**src/pkg/llpcg_pkg.sv**
```systemverilog
// Package of constants for the line locked pixel clock generator
// Summary of operation
// - Green sync sliced against 5-bit trigger level, nominally 128 mV above baseline.
// - Green embedded sync is always negative-going; no polarity choice.
// - Pixel clock divided by divisor, phase-compared with line sync, frequency corrected.
// - Feedback divisor is 12 bits, legal 2 through 4095, sets multiplication.
// - 2-bit band select picks one of four overlapping oscillator ranges.
// - 3-bit pump select maps to 50 through 1500 microamperes.
// - 5-bit phase shifts sampling clock in 32 steps of 11.25 degrees.
// - Line sync output carries the same phase shift as sampling clock.
// - Phase shift still applies when external pixel clock is selected.
// - Coast, external or internal, holds frequency and ignores line sync.
// - Coast polarity lives in bits 6:5 of its control register.
// - Line sync polarity lives in bits 5:4 of its control register.
// - Polarity field bit 1 set means active high for line sync and coast.
// - Internal coast is derived from the vertical sync interval.
package llpcg_pkg;
	// ============================================================
	// Register indices; byte address is four times the index
	localparam logic [7:0] REG_DIV_HI_IDX = 8'h01;
	localparam logic [7:0] REG_DIV_LO_IDX = 8'h02;
	localparam logic [7:0] REG_HPOL_IDX = 8'h12;
	localparam logic [7:0] REG_CPOL_IDX = 8'h18;
	localparam logic [7:0] REG_SOG_IDX = 8'h1d;
	localparam logic [7:0] REG_PLL_IDX = 8'h03;
	localparam logic [7:0] REG_PHASE_IDX = 8'h04;
	localparam logic [7:0] REG_STAT_IDX = 8'h30;
	localparam int ADDR_W = 10;
	// ============================================================
	// Field positions
	localparam int DIV_W = 12;
	localparam int SOG_LSB = 3;
	localparam int HPOL_LSB = 4;
	localparam int CPOL_LSB = 5;
	localparam int PLL_BAND_LSB = 6;
	localparam int PLL_PUMP_LSB = 3;
	localparam int PLL_EXTCLK_BIT = 0;
	localparam int PHASE_LSB = 3;
	// ============================================================
	// Reset values and minimum divisor
	localparam logic [11:0] DIV_RST = 12'h320;
	localparam logic [1:0] BAND_RST = 2'h1;
	localparam logic [2:0] PUMP_RST = 3'h4;
	localparam logic [4:0] SOG_RST = 5'h10;
	localparam logic [1:0] POL_RST = 2'h2;
	localparam logic [4:0] PHASE_RST = 5'h00;
	localparam logic [11:0] DIV_MIN = 12'h002;
	// ============================================================
	// Analog reference figures, timing and lock states
	localparam int SOG_NOM_MV = 128;
	localparam int PHASE_STEPS = 32;
	localparam int PHASE_STEP_CDEG = 1125;
	localparam int CLK_NS = 100;
	localparam int VSYNC_COAST_NS = 100;
	localparam int VSYNC_COAST_CYC = (VSYNC_COAST_NS + CLK_NS - 1) / CLK_NS;
	typedef enum logic [1:0] {LLPCG_ST_IDLE, LLPCG_ST_TRACK, LLPCG_ST_COAST} llpcg_lock_e;
endpackage

```
**src/hdl/llpcg_top.sv**
```systemverilog
// Line locked pixel clock generator with APB registers
`timescale 1ns/1ps
module llpcg_top #(
	parameter int DIV_WIDTH = 12
) (
	input wire logic pclk,
	input wire logic presetn,
	input wire logic ce,
	input wire logic psel,
	input wire logic penable,
	input wire logic pwrite,
	input wire logic [llpcg_pkg::ADDR_W-1:0] paddr,
	input wire logic [31:0] pwdata,
	input wire logic [3:0] pstrb,
	output logic [31:0] prdata,
	output logic pready,
	output logic pslverr,
	input wire logic line_sync_in,
	input wire logic green_sync_in,
	input wire logic coast_in,
	input wire logic vsync_in,
	input wire logic ext_clk_in,
	input wire logic vco_tick,
	output logic freq_up,
	output logic freq_down,
	output logic ref_edge,
	output logic [4:0] sog_level,
	output logic [1:0] oscillator_band_field,
	output logic [2:0] pump_current,
	output logic sample_clk,
	output logic shifted_line_sync_out,
	output logic coast_active,
	output logic sync_detect
);
	import llpcg_pkg::*;

	typedef struct packed {
		logic [DIV_WIDTH-1:0] div;
		logic [1:0] hpol;
		logic [1:0] cpol;
		logic [4:0] sog;
		logic [1:0] band;
		logic [2:0] pump;
		logic ext_clk;
		logic [4:0] phase;
		logic [DIV_WIDTH-1:0] cnt;
		logic ref_edge;
		logic line_d;
		logic green_d;
		logic up;
		logic down;
		logic seen_ref;
		logic seen_fb;
		logic coast;
		llpcg_lock_e lock;
		logic [31:0] rdata;
	} llpcg_s;

	// State after reset
	localparam llpcg_s ST_RST = '{
		div: DIV_WIDTH'(DIV_RST),
		hpol: POL_RST,
		cpol: POL_RST,
		sog: SOG_RST,
		band: BAND_RST,
		pump: PUMP_RST,
		ext_clk: 1'b0,
		phase: PHASE_RST,
		cnt: '0,
		ref_edge: 1'b0,
		line_d: 1'b0,
		green_d: 1'b0,
		up: 1'b0,
		down: 1'b0,
		seen_ref: 1'b0,
		seen_fb: 1'b0,
		coast: 1'b0,
		lock: LLPCG_ST_IDLE,
		rdata: '0
	};

	llpcg_s st_r;
	llpcg_s st_nxt;
	logic line_act;
	logic green_act;
	logic coast_act;
	logic src_tick;
	logic shifted_clk;
	logic shifted_line;
	logic wr_en;
	logic rd_en;
	logic [7:0] idx;
	logic hit;
	logic [DIV_WIDTH-1:0] div_last;
	logic wrap;
	logic line_rise;
	logic ext_coast;

	// ============================================================
	// Register index decode
	function automatic logic mapped(input logic [7:0] i);
		case (i)
			REG_DIV_HI_IDX,
			REG_DIV_LO_IDX,
			REG_HPOL_IDX,
			REG_CPOL_IDX,
			REG_SOG_IDX,
			REG_PLL_IDX,
			REG_PHASE_IDX,
			REG_STAT_IDX: begin
				mapped = 1'b1;
			end
			default: begin
				mapped = 1'b0;
			end
		endcase
	endfunction

	// Polarity field bit 1 set means active high
	function automatic logic pol_apply(input logic sig, input logic [1:0] pol);
		pol_apply = pol[1] ? sig : ~sig;
	endfunction

	assign idx = paddr[9:2];
	assign hit = mapped(idx) && (paddr[1:0] == 2'h0);
	assign wr_en = psel && penable && pwrite && ce;
	assign rd_en = psel && !penable && !pwrite;
	assign pready = 1'b1;
	assign pslverr = psel && penable && !hit;

	// ============================================================
	// Sync conditioning
	assign line_act = pol_apply(line_sync_in, st_r.hpol);
	assign green_act = ~green_sync_in;
	assign ext_coast = pol_apply(coast_in, st_r.cpol);
	assign coast_act = ext_coast || vsync_in;
	assign div_last = st_r.div - DIV_WIDTH'(1);
	assign wrap = src_tick && (st_r.cnt >= div_last);
	assign line_rise = (line_act || green_act) && !st_r.line_d;
	assign src_tick = st_r.ext_clk ? ext_clk_in : vco_tick;

	always_comb begin
		st_nxt = st_r;
		st_nxt.ref_edge = 1'b0;
		st_nxt.up = 1'b0;
		st_nxt.down = 1'b0;
		st_nxt.line_d = line_act || green_act;
		st_nxt.green_d = green_act;
		st_nxt.coast = coast_act;
		// ============================================================
		// Register writes
		if (wr_en && hit && pstrb[0]) begin
			unique case (idx)
				REG_DIV_HI_IDX: begin
					st_nxt.div[DIV_WIDTH-1:8] = pwdata[DIV_WIDTH-9:0];
				end
				REG_DIV_LO_IDX: begin
					st_nxt.div[7:0] = pwdata[7:0];
				end
				REG_HPOL_IDX: begin
					st_nxt.hpol = pwdata[HPOL_LSB+:2];
				end
				REG_CPOL_IDX: begin
					st_nxt.cpol = pwdata[CPOL_LSB+:2];
				end
				REG_SOG_IDX: begin
					st_nxt.sog = pwdata[SOG_LSB+:5];
				end
				REG_PLL_IDX: begin
					st_nxt.band = pwdata[PLL_BAND_LSB+:2];
					st_nxt.pump = pwdata[PLL_PUMP_LSB+:3];
					st_nxt.ext_clk = pwdata[PLL_EXTCLK_BIT];
				end
				REG_PHASE_IDX: begin
					st_nxt.phase = pwdata[PHASE_LSB+:5];
				end
				default: begin
				end
			endcase
		end
		// Divisors below two are clamped to two
		if (st_nxt.div < DIV_WIDTH'(DIV_MIN)) begin
			st_nxt.div = DIV_WIDTH'(DIV_MIN);
		end
		// ============================================================
		// Feedback divider, one edge per wrap
		if (src_tick) begin
			if (wrap) begin
				st_nxt.cnt = '0;
				st_nxt.ref_edge = 1'b1;
			end else begin
				st_nxt.cnt = st_r.cnt + DIV_WIDTH'(1);
			end
		end
		// ============================================================
		// Phase compare, held while coasting
		unique case (st_r.lock)
			LLPCG_ST_IDLE: begin
				st_nxt.seen_ref = 1'b0;
				st_nxt.seen_fb = 1'b0;
				if (!coast_act) begin
					st_nxt.lock = LLPCG_ST_TRACK;
				end
			end
			LLPCG_ST_TRACK: begin
				if (coast_act) begin
					st_nxt.lock = LLPCG_ST_COAST;
				end else begin
					if (line_rise) begin
						st_nxt.seen_ref = 1'b1;
					end
					if (st_nxt.ref_edge) begin
						st_nxt.seen_fb = 1'b1;
					end
					if (st_nxt.seen_ref && !st_nxt.seen_fb) begin
						st_nxt.up = 1'b1;
					end else if (st_nxt.seen_fb && !st_nxt.seen_ref) begin
						st_nxt.down = 1'b1;
					end else if (st_nxt.seen_fb && st_nxt.seen_ref) begin
						st_nxt.seen_ref = 1'b0;
						st_nxt.seen_fb = 1'b0;
					end
				end
			end
			LLPCG_ST_COAST: begin
				if (!coast_act) begin
					st_nxt.lock = LLPCG_ST_IDLE;
				end
			end
			default: begin
				st_nxt.lock = LLPCG_ST_IDLE;
			end
		endcase
		// ============================================================
		// Read data
		if (rd_en) begin
			st_nxt.rdata = '0;
			unique case (idx)
				REG_DIV_HI_IDX: begin
					st_nxt.rdata[DIV_WIDTH-9:0] = st_r.div[DIV_WIDTH-1:8];
				end
				REG_DIV_LO_IDX: begin
					st_nxt.rdata[7:0] = st_r.div[7:0];
				end
				REG_HPOL_IDX: begin
					st_nxt.rdata[HPOL_LSB+:2] = st_r.hpol;
				end
				REG_CPOL_IDX: begin
					st_nxt.rdata[CPOL_LSB+:2] = st_r.cpol;
				end
				REG_SOG_IDX: begin
					st_nxt.rdata[SOG_LSB+:5] = st_r.sog;
				end
				REG_PLL_IDX: begin
					st_nxt.rdata[7:0] = {st_r.band, st_r.pump, 2'h0, st_r.ext_clk};
				end
				REG_PHASE_IDX: begin
					st_nxt.rdata[PHASE_LSB+:5] = st_r.phase;
				end
				REG_STAT_IDX: begin
					st_nxt.rdata[3:0] = {st_r.green_d, st_r.line_d, st_r.coast,
						st_r.lock == LLPCG_ST_TRACK};
				end
				default: begin
					st_nxt.rdata = '0;
				end
			endcase
		end
	end

	always_ff @(posedge pclk or negedge presetn) begin
		if (!presetn) begin
			st_r <= ST_RST;
		end else if (ce) begin
			st_r <= st_nxt;
		end
	end

	// ============================================================
	// Shared phase shift for clock and line sync
	llpcg_phase_shift #(
		.STEPS(PHASE_STEPS)
	) u_shift (
		.pclk(pclk),
		.presetn(presetn),
		.ce(ce),
		.phase(st_r.phase),
		.clk_tick(src_tick),
		.line_in(st_r.line_d),
		.clk_out(shifted_clk),
		.line_out(shifted_line)
	);

	assign prdata = st_r.rdata;
	assign freq_up = st_r.up;
	assign freq_down = st_r.down;
	assign ref_edge = st_r.ref_edge;
	assign sog_level = st_r.sog;
	assign oscillator_band_field = st_r.band;
	assign pump_current = st_r.pump;
	assign sample_clk = shifted_clk;
	assign shifted_line_sync_out = shifted_line;
	assign coast_active = st_r.coast;
	assign sync_detect = st_r.line_d;
endmodule

```
**src/hdl/llpcg_phase_shift.sv**
```systemverilog
// Phase shifter applying one setting to sampling clock and line sync
`timescale 1ns/1ps
module llpcg_phase_shift #(
	parameter int STEPS = 32
) (
	input wire logic pclk,
	input wire logic presetn,
	input wire logic ce,
	input wire logic [4:0] phase,
	input wire logic clk_tick,
	input wire logic line_in,
	output logic clk_out,
	output logic line_out
);
	import llpcg_pkg::*;
	typedef struct packed {
		logic [STEPS-1:0] clk_tap;
		logic [STEPS-1:0] line_tap;
	} llpcg_ps_s;
	llpcg_ps_s st_r;
	llpcg_ps_s st_nxt;
	// ============================================================
	// Clock and line tap lines, shifted together
	always_comb begin
		st_nxt = st_r;
		st_nxt.clk_tap = {st_r.clk_tap[STEPS-2:0], clk_tick};
		st_nxt.line_tap = {st_r.line_tap[STEPS-2:0], line_in};
	end
	always_ff @(posedge pclk or negedge presetn) begin
		if (!presetn) begin
			st_r <= '0;
		end else if (ce) begin
			st_r <= st_nxt;
		end
	end
	assign clk_out = st_r.clk_tap[phase];
	assign line_out = st_r.line_tap[phase];
endmodule

```
**config.mk**
```make
export PLATFORM = sky130hd
export DESIGN_NAME = llpcg_top
export DESIGN_NICKNAME = d
export VERILOG_FILES = /design/src/pkg/llpcg_pkg.sv /design/src/hdl/llpcg_top.sv /design/src/hdl/llpcg_phase_shift.sv
export SDC_FILE = /design/constraint.sdc
export NUM_CORES = 1
export LEC_CHECK = 0
export BUFFER_PORTS_ARGS = -buffer_cell sky130_fd_sc_hd__buf_2
export CAP_MARGIN = 20
export CORE_MARGIN = 5
export CORE_UTILIZATION = 33
export CTS_CLUSTER_SIZE = 40
export DETAILED_ROUTE_END_ITERATION = 8
export GPL_ROUTABILITY_DRIVEN = 0
export PLACE_DENSITY = 0.58
export SYNTH_ARGS = -nofsm -noshare
export SYNTH_HDL_FRONTEND = slang
export SYNTH_SLANG_ARGS = --single-unit
```
**constraint.sdc**
```tcl
create_clock -name pclk -period 3.5 [get_ports pclk]
set_input_delay 0.175 -clock pclk [delete_from_list [all_inputs] [get_ports pclk]]
set_output_delay 0.175 -clock pclk [all_outputs]
set_load 0.02 [all_outputs]
```
* Word-level counts from Yosys, hierarchy flattened
Index checks and enable logic that the tools add are counted.
Word-level totals: logic and storage cells 122, latch bits 0, RAM bits 0, memories 0, ROM bits 0, bits of input ports 58, output and inout port bits 51, bits in registers 126
Cells by class: reduce and logical (&&, ||, !) cells 35, shift-type cells 0, multipliers 0, $lt $le $gt $ge 3, divide/modulo/power cells 0, equal/unequal tests 14, bitwise gates (word level) 3, multiplexer cells 44, add/subtract/negate cells 2
Operator list (count):
- two-way mux 32 bit | 1
- == test 8 x 5 -> 1 bit, second input constant | 3
- two-way mux 12 bit | 2
- AND reduction 3 bit | 6
- == test 8 x 2 -> 1 bit, second input constant | 2
- two-way mux 1 bit | 16
- two-way mux 2 bit | 8
- logical AND 1 bit | 14
- adder 12 x 1 -> 12 bit, second input constant | 1
- >= comparator 12 bit | 1
- < comparator 12 x 2 -> 1 bit, second input constant | 1
- case mux 1 bit (6 select lines) | 2
- case mux 3 bit (4 select lines) | 1
- subtractor 12 x 1 -> 12 bit, second input constant | 1
- binary-select mux 1 bit (select 5 bit) | 2
- two-way mux 5 bit | 2
- case mux 1 bit (5 select lines) | 2
- == test 8 x 1 -> 1 bit, second input constant | 1
- == test 8 x 3 -> 1 bit, second input constant | 1
- == test 8 x 6 -> 1 bit, second input constant | 1
- two-way mux 4 bit | 2
- two-way mux 8 bit | 1
- inequality test 2 bit, second input constant | 4
- OR reduction 8 bit | 1
- 15 further kinds | 25

* Longest topological paths before layout
word-level depth 14, gate-level depth with buffers 13, depth with buffers taken out 12

* By module
From an unflattened synthesis, not the netlist that was laid out.
Second synthesis, totals: cell total of the unflattened synthesis 595, area total of the unflattened synthesis 6832.8 µm²
By module, submodules not included:
- llpcg_top | area each 3860.0 µm², seq. area each 1561.5 µm², cells an instance 388, instances 1
- llpcg_phase_shift | area each 2972.9 µm², seq. area each 1601.5 µm², cells an instance 207, instances 1

* Worst setup path before layout
No wires, ideal clock.
path kind register -> register, start reg st_r[78] in the netlist's numbering, end reg st_r, in the netlist ref_edge, setup time 0.118 ns, buffers on the path 1, setup slack -0.109 ns, data required time 3.382 ns, data arrival time 3.491 ns, stages on the path, launching flop included 12, period minus slack after synthesis 3.609 ns, cell sequence dfrtp_1 or4_1 or3_4 or4_4 nor3_2 xnor2_1 ha_1 or4_1 o41a_1 and2_1 clkbuf_1 a21o_1
Between the ends: word-level cells in the longest chain between the ends 5
Ends and longest elaborated chain:
- start, declared | RTL line llpcg_top.sv:82 | llpcg_s st_r;
- start signal, assigned | RTL line llpcg_top.sv:275 | st_r <= st_nxt;
- subtractor 12 x 1 -> 12 bit | RTL line llpcg_top.sv:137 | assign div_last = st_r.div - DIV_WIDTH'(1);
- >= comparator 12 bit | RTL line llpcg_top.sv:138 | assign wrap = src_tick && (st_r.cnt >= div_last);
- logical AND 1 bit | RTL line llpcg_top.sv:138
- two-way mux 1 bit | RTL line llpcg_top.sv:188 | if (wrap) begin
- two-way mux 1 bit | RTL line llpcg_top.sv:187 | if (src_tick) begin
No other way between the ends. A chain may end at the register's enable or synchronous reset.

* Worst setup path in the final report
start reg st_r[79] in the netlist's numbering, end reg st_r[46] in the netlist's numbering
Between the ends: word-level cells in the longest chain between the ends 4
Ends and longest elaborated chain (RTL line):
- subtractor 12 x 1 -> 12 bit | llpcg_top.sv:137
- >= comparator 12 bit | llpcg_top.sv:138
- logical AND 1 bit | llpcg_top.sv:138
- two-way mux 12 bit | llpcg_top.sv:188
No other way between the ends.

==> flow_summary.json <==
{
  "synth.area.top_cells": "dfrtp_1, mux2_2, buf_4",
  "worst-path-max-fanout": 5,
  "drtIter0Drc": 329,
  "htree_levels": 4,
  "synthAdderAreaFrac_pct": 2.56,
  "cp_num_buf_inv": 1,
  "grt_max_degree": 98,
  "core_area_um2": 20400,
  "crit_top_cell": "or4_4",
  "initial_core_util_pct": 33.7,
  "switching_share_pct": 28.2,
  "synth_top_family_by_area": "multiplexers",
  "vias": 4819,
  "path_delay_family": "simple AND/OR/NAND/NOR gates",
  "yosys.area_share.simple_pct": 15.5,
  "ir_drop_mv": 0.350,
  "clock-skew-final_ps": 8.11,
  "grt_pass1_vias": 4785,
  "critical_path.cell_chain": "or4_4 -> or3_4 -> or4_4 -> nor3_2 -> xnor2_1 -> ha_2 -> or4_1 -> o41a_1 -> buf_4 -> o21ai_1 -> a22o_1",
  "status": "finished, final reports clean",
  "ant_nets": 0,
  "setup_slack_ps": 45.0,
  "yosysSeqAreaShare_pct": 46.1,
  "synth_mux_area_share_pct": 17.6,
  "area_growth_pct": 15.7,
  "final_cells": 966,
  "drc": 0,
  "grt_use_met2_pct": 20.0,
  "rr_worst_depth": 11,
  "slowest_delay_ps": 520,
  "synth_flop_cell": "dfrtp_1",
  "wl_mm": 15.6,
  "drv_cap": 0,
  "antennaDiodeCount": 0,
  "firstDrtPassIters": 5,
  "met3_usage_pct": 2.98,
  "cts_max_path_buffers": 2,
  "cts_root_buffer": "clkbuf_16",
  "nets": 755,
  "viasPerCell": 4.99,
  "antenna_found_initial": 0,
  "rows": 52,
  "clock_sinks": 126,
  "yosysTopAreaCellShare_pct": 43.1,
  "stdcell_area_um2": 7930,
  "path_class": "flop to flop",
  "power_mw": 4.61,
  "synth_compound_area_share_pct": 9.16,
  "pwr-share-seq_pct": 43.7,
  "clk_latency_ps": 420,
  "start_kind": "flop",
  "min_period_over_period_pct": 98.7,
  "dp.cells": 930,
  "cts_tree": "yes",
  "dieArea_um2": 23800,
  "synth_top_area_cell": "dfrtp_1",
  "p_per_area_nw_per_um2": 581,
  "drt-wirelength-per-cell_um": 16.1,
  "grt_util_all_layers_pct": 13.4,
  "die_y_um": 154,
  "synthArstFlopShare_pct": 100,
  "numPortBuffers": 56,
  "fmax_ghz": 0.289,
  "p_leak_nw": 3.58,
  "yosys_warnings": 0,
  "final_max_slew_viol_count": 0,
  "grt-ovfl-total": 0,
  "cp_slowest_cell": "or4_4",
  "grt_most_used_layer": "met2",
  "synth_cells": 631,
  "synth_area_per_cell_um2": 10.9,
  "clkTransAtPathRegs_ps": 60,
  "post-dp-hpwl_mm": 11.0,
  "synth-seq-cells": 126,
  "synth-edff-count": 0,
  "finalHoldViolations": 0,
  "synth_xor_area_share_pct": 1.92,
  "arrival_ps": 3820,
  "crit_required_ps": 3860,
  "cts_buffers": 17,
  "slew_headroom_pct": 37.6,
  "hold_path_depth": 3,
  "setup_viol": 0,
  "path_depth": 11,
  "switchingPower_mw": 1.30,
  "power.internal_mw": 3.31,
  "ys_types": 59,
  "p_comb_share_pct": 18.0,
  "rsz0062_at_grt": "yes",
  "grt_use_met1_pct": 18.9,
  "ios": 109,
  "min_path_type": "primary input to flop",
  "grt_pass1_wl_mm": 25.7,
  "placed_area_um2": 7280,
  "critPathCaptureType": "flop",
  "fillers": 2001,
  "finalSetupTns_ps": 0,
  "pre_cts_ws_ps": -49.3,
  "fin_crit_ps": 3460,
  "worstMarginPinSlew_ps": 937,
  "clock_power_share_pct": 38.3,
  "drive_gt1_share_pct": 32.8,
  "synth_area_um2": 6860,
  "die_w_um": 154
}
flip-flops by register name, indices dropped and copies added, names as in the netlist:
signal and flops:
u_shift.st_r 2, st_r 39, pump_current 3, coast_active 1, sync_detect 1, freq_down 1, sog_level 5, ref_edge 1
u_shift.st_nxt 62, prdata 8, oscillator_band_field 2, freq_up 1
area by class of cell:
| type | count | area [µm²] | share of cell area, % |
|---|---|---|---|
| inverters | 8 | 30.0 | 0.379 |
| repair buffers | 79 | 478 | 6.03 |
| well taps | 270 | 338 | 4.26 |
| clock inverters | 14 | 160 | 2.02 |
| multi-input cells | 451 | 3330 | 42.0 |
| flip-flops and latches | 126 | 3160 | 39.9 |
| clock buffers | 18 | 429 | 5.41 |
layout by cell type (no fill, tap or decap), types with 7 or more instances in the layout:
| cell type | netlist | layout |
|---|---|---|
| nand2_1 | 60 | 60 |
| buf_2 | 2 | 55 |
| clkbuf_16 | 0 | 17 |
| dfrtp_1 | 118 | 118 |
| a22o_1 | 8 | 8 |
| nor3_1 | 21 | 17 |
| ha_1 | 14 | 12 |
| mux4_2 | 8 | 8 |
| and3_1 | 14 | 14 |
| nand3_1 | 20 | 20 |
| o21ai_0 | 27 | 25 |
| mux2_2 | 86 | 86 |
| xnor2_1 | 9 | 9 |
| nor2_1 | 29 | 29 |
| nor4_1 | 7 | 7 |
| nor2b_1 | 8 | 8 |
| nand2b_1 | 9 | 9 |
| dfstp_2 | 8 | 8 |
| buf_4 | 43 | 19 |
| a22oi_1 | 8 | 8 |
| inv_1 | 8 | 8 |
| conb_1 | 2 | 25 |
| a21oi_1 | 15 | 15 |
cells in the mapped netlist, types with 6 or more instances:
cell type,n
o21ai_0,27
nand2_1,60
mux2i_1,6
or4_1,6
a22o_1,8
xor2_1,6
nor3_1,21
nand3_1,20
nor4_1,7
and3_1,14
nand4_1,6
dfstp_2,8
clkbuf_1,12
xnor2_1,9
mux2_2,86
ha_1,14
inv_1,8
a22oi_1,8
nand2b_1,9
buf_4,43
nor2b_1,8
mux4_2,8
a31oi_1,6
buf_1,9
a21oi_1,15
nor2_1,29
dfrtp_1,118
worst register-to-register path, cell delays in order (launching register included):
cell	delay, ps
dfstp_2	360
or4_4	520
or3_4	350
or4_4	440
nor3_2	140
xnor2_1	90
ha_2	180
or4_1	470
o41a_1	410
buf_4	180
o21ai_1	120
a22o_1	140
cell families after synthesis:
kind of cell    Yosys count
compound gates           93
xor+xnor                 15
fa+ha+maj                14
buf+inv                  77
flops                   126
mux                     100
other cells               2
simple gates            204
repair_timing:
item / 4_1_cts / 5_1_grt
hold endpoints to repair: 30 / 0
setup endpoints to repair: 8 / 14
setup buffers: 0 / 0
pin swaps: 0 / 1
gates resized for setup: 4 / 5
hold buffers: 4 / 0
through the flow:
stage,hold slack (ps),util [%]
2_1_floorplan,-121,-
3_3_place_gp,137,35.7
3_5_place_dp,141,35.7
4_1_cts,12.7,38.8
5_1_grt,23.7,38.9
6_report,40.2,38.9
worst paths after layout:
path / startpoint / end / slack [ps]
setup / recovery: st_r[79] / st_r[46] / 40
hold / removal: pwdata[6] / st_r[71] / 40
setup reg to reg: st_r[79] / st_r[46] / 40
hold reg to reg: ref_edge / ref_edge / 480
max in group asynchronous: presetn / u_shift.st_nxt[21] / 2420
min in group asynchronous: presetn / pump_current[1] / 220
power by group through the flow:
stage / Combinational, mW / Clock [mW] / Sequential (mW)
after global routing: 0.927 / 1.87 / 2.06
after global placement: 0.811 / 0 / 2.03
after CTS: 0.842 / 1.81 / 2.01
after floorplan: 0.648 / 0 / 1.96
after detailed placement: 0.825 / 0 / 2.03
final: 0.830 / 1.77 / 2.01
routing by layer:
metal	part of all wire, %	routed length (µm)	vias up
met5	0	0	-
met4	1.8	281	0
met3	3.3	517	19
met2	45	7000	91
met1	50	7770	2374
li1	-	-	2335
Power figures use the tool's default switching activity.
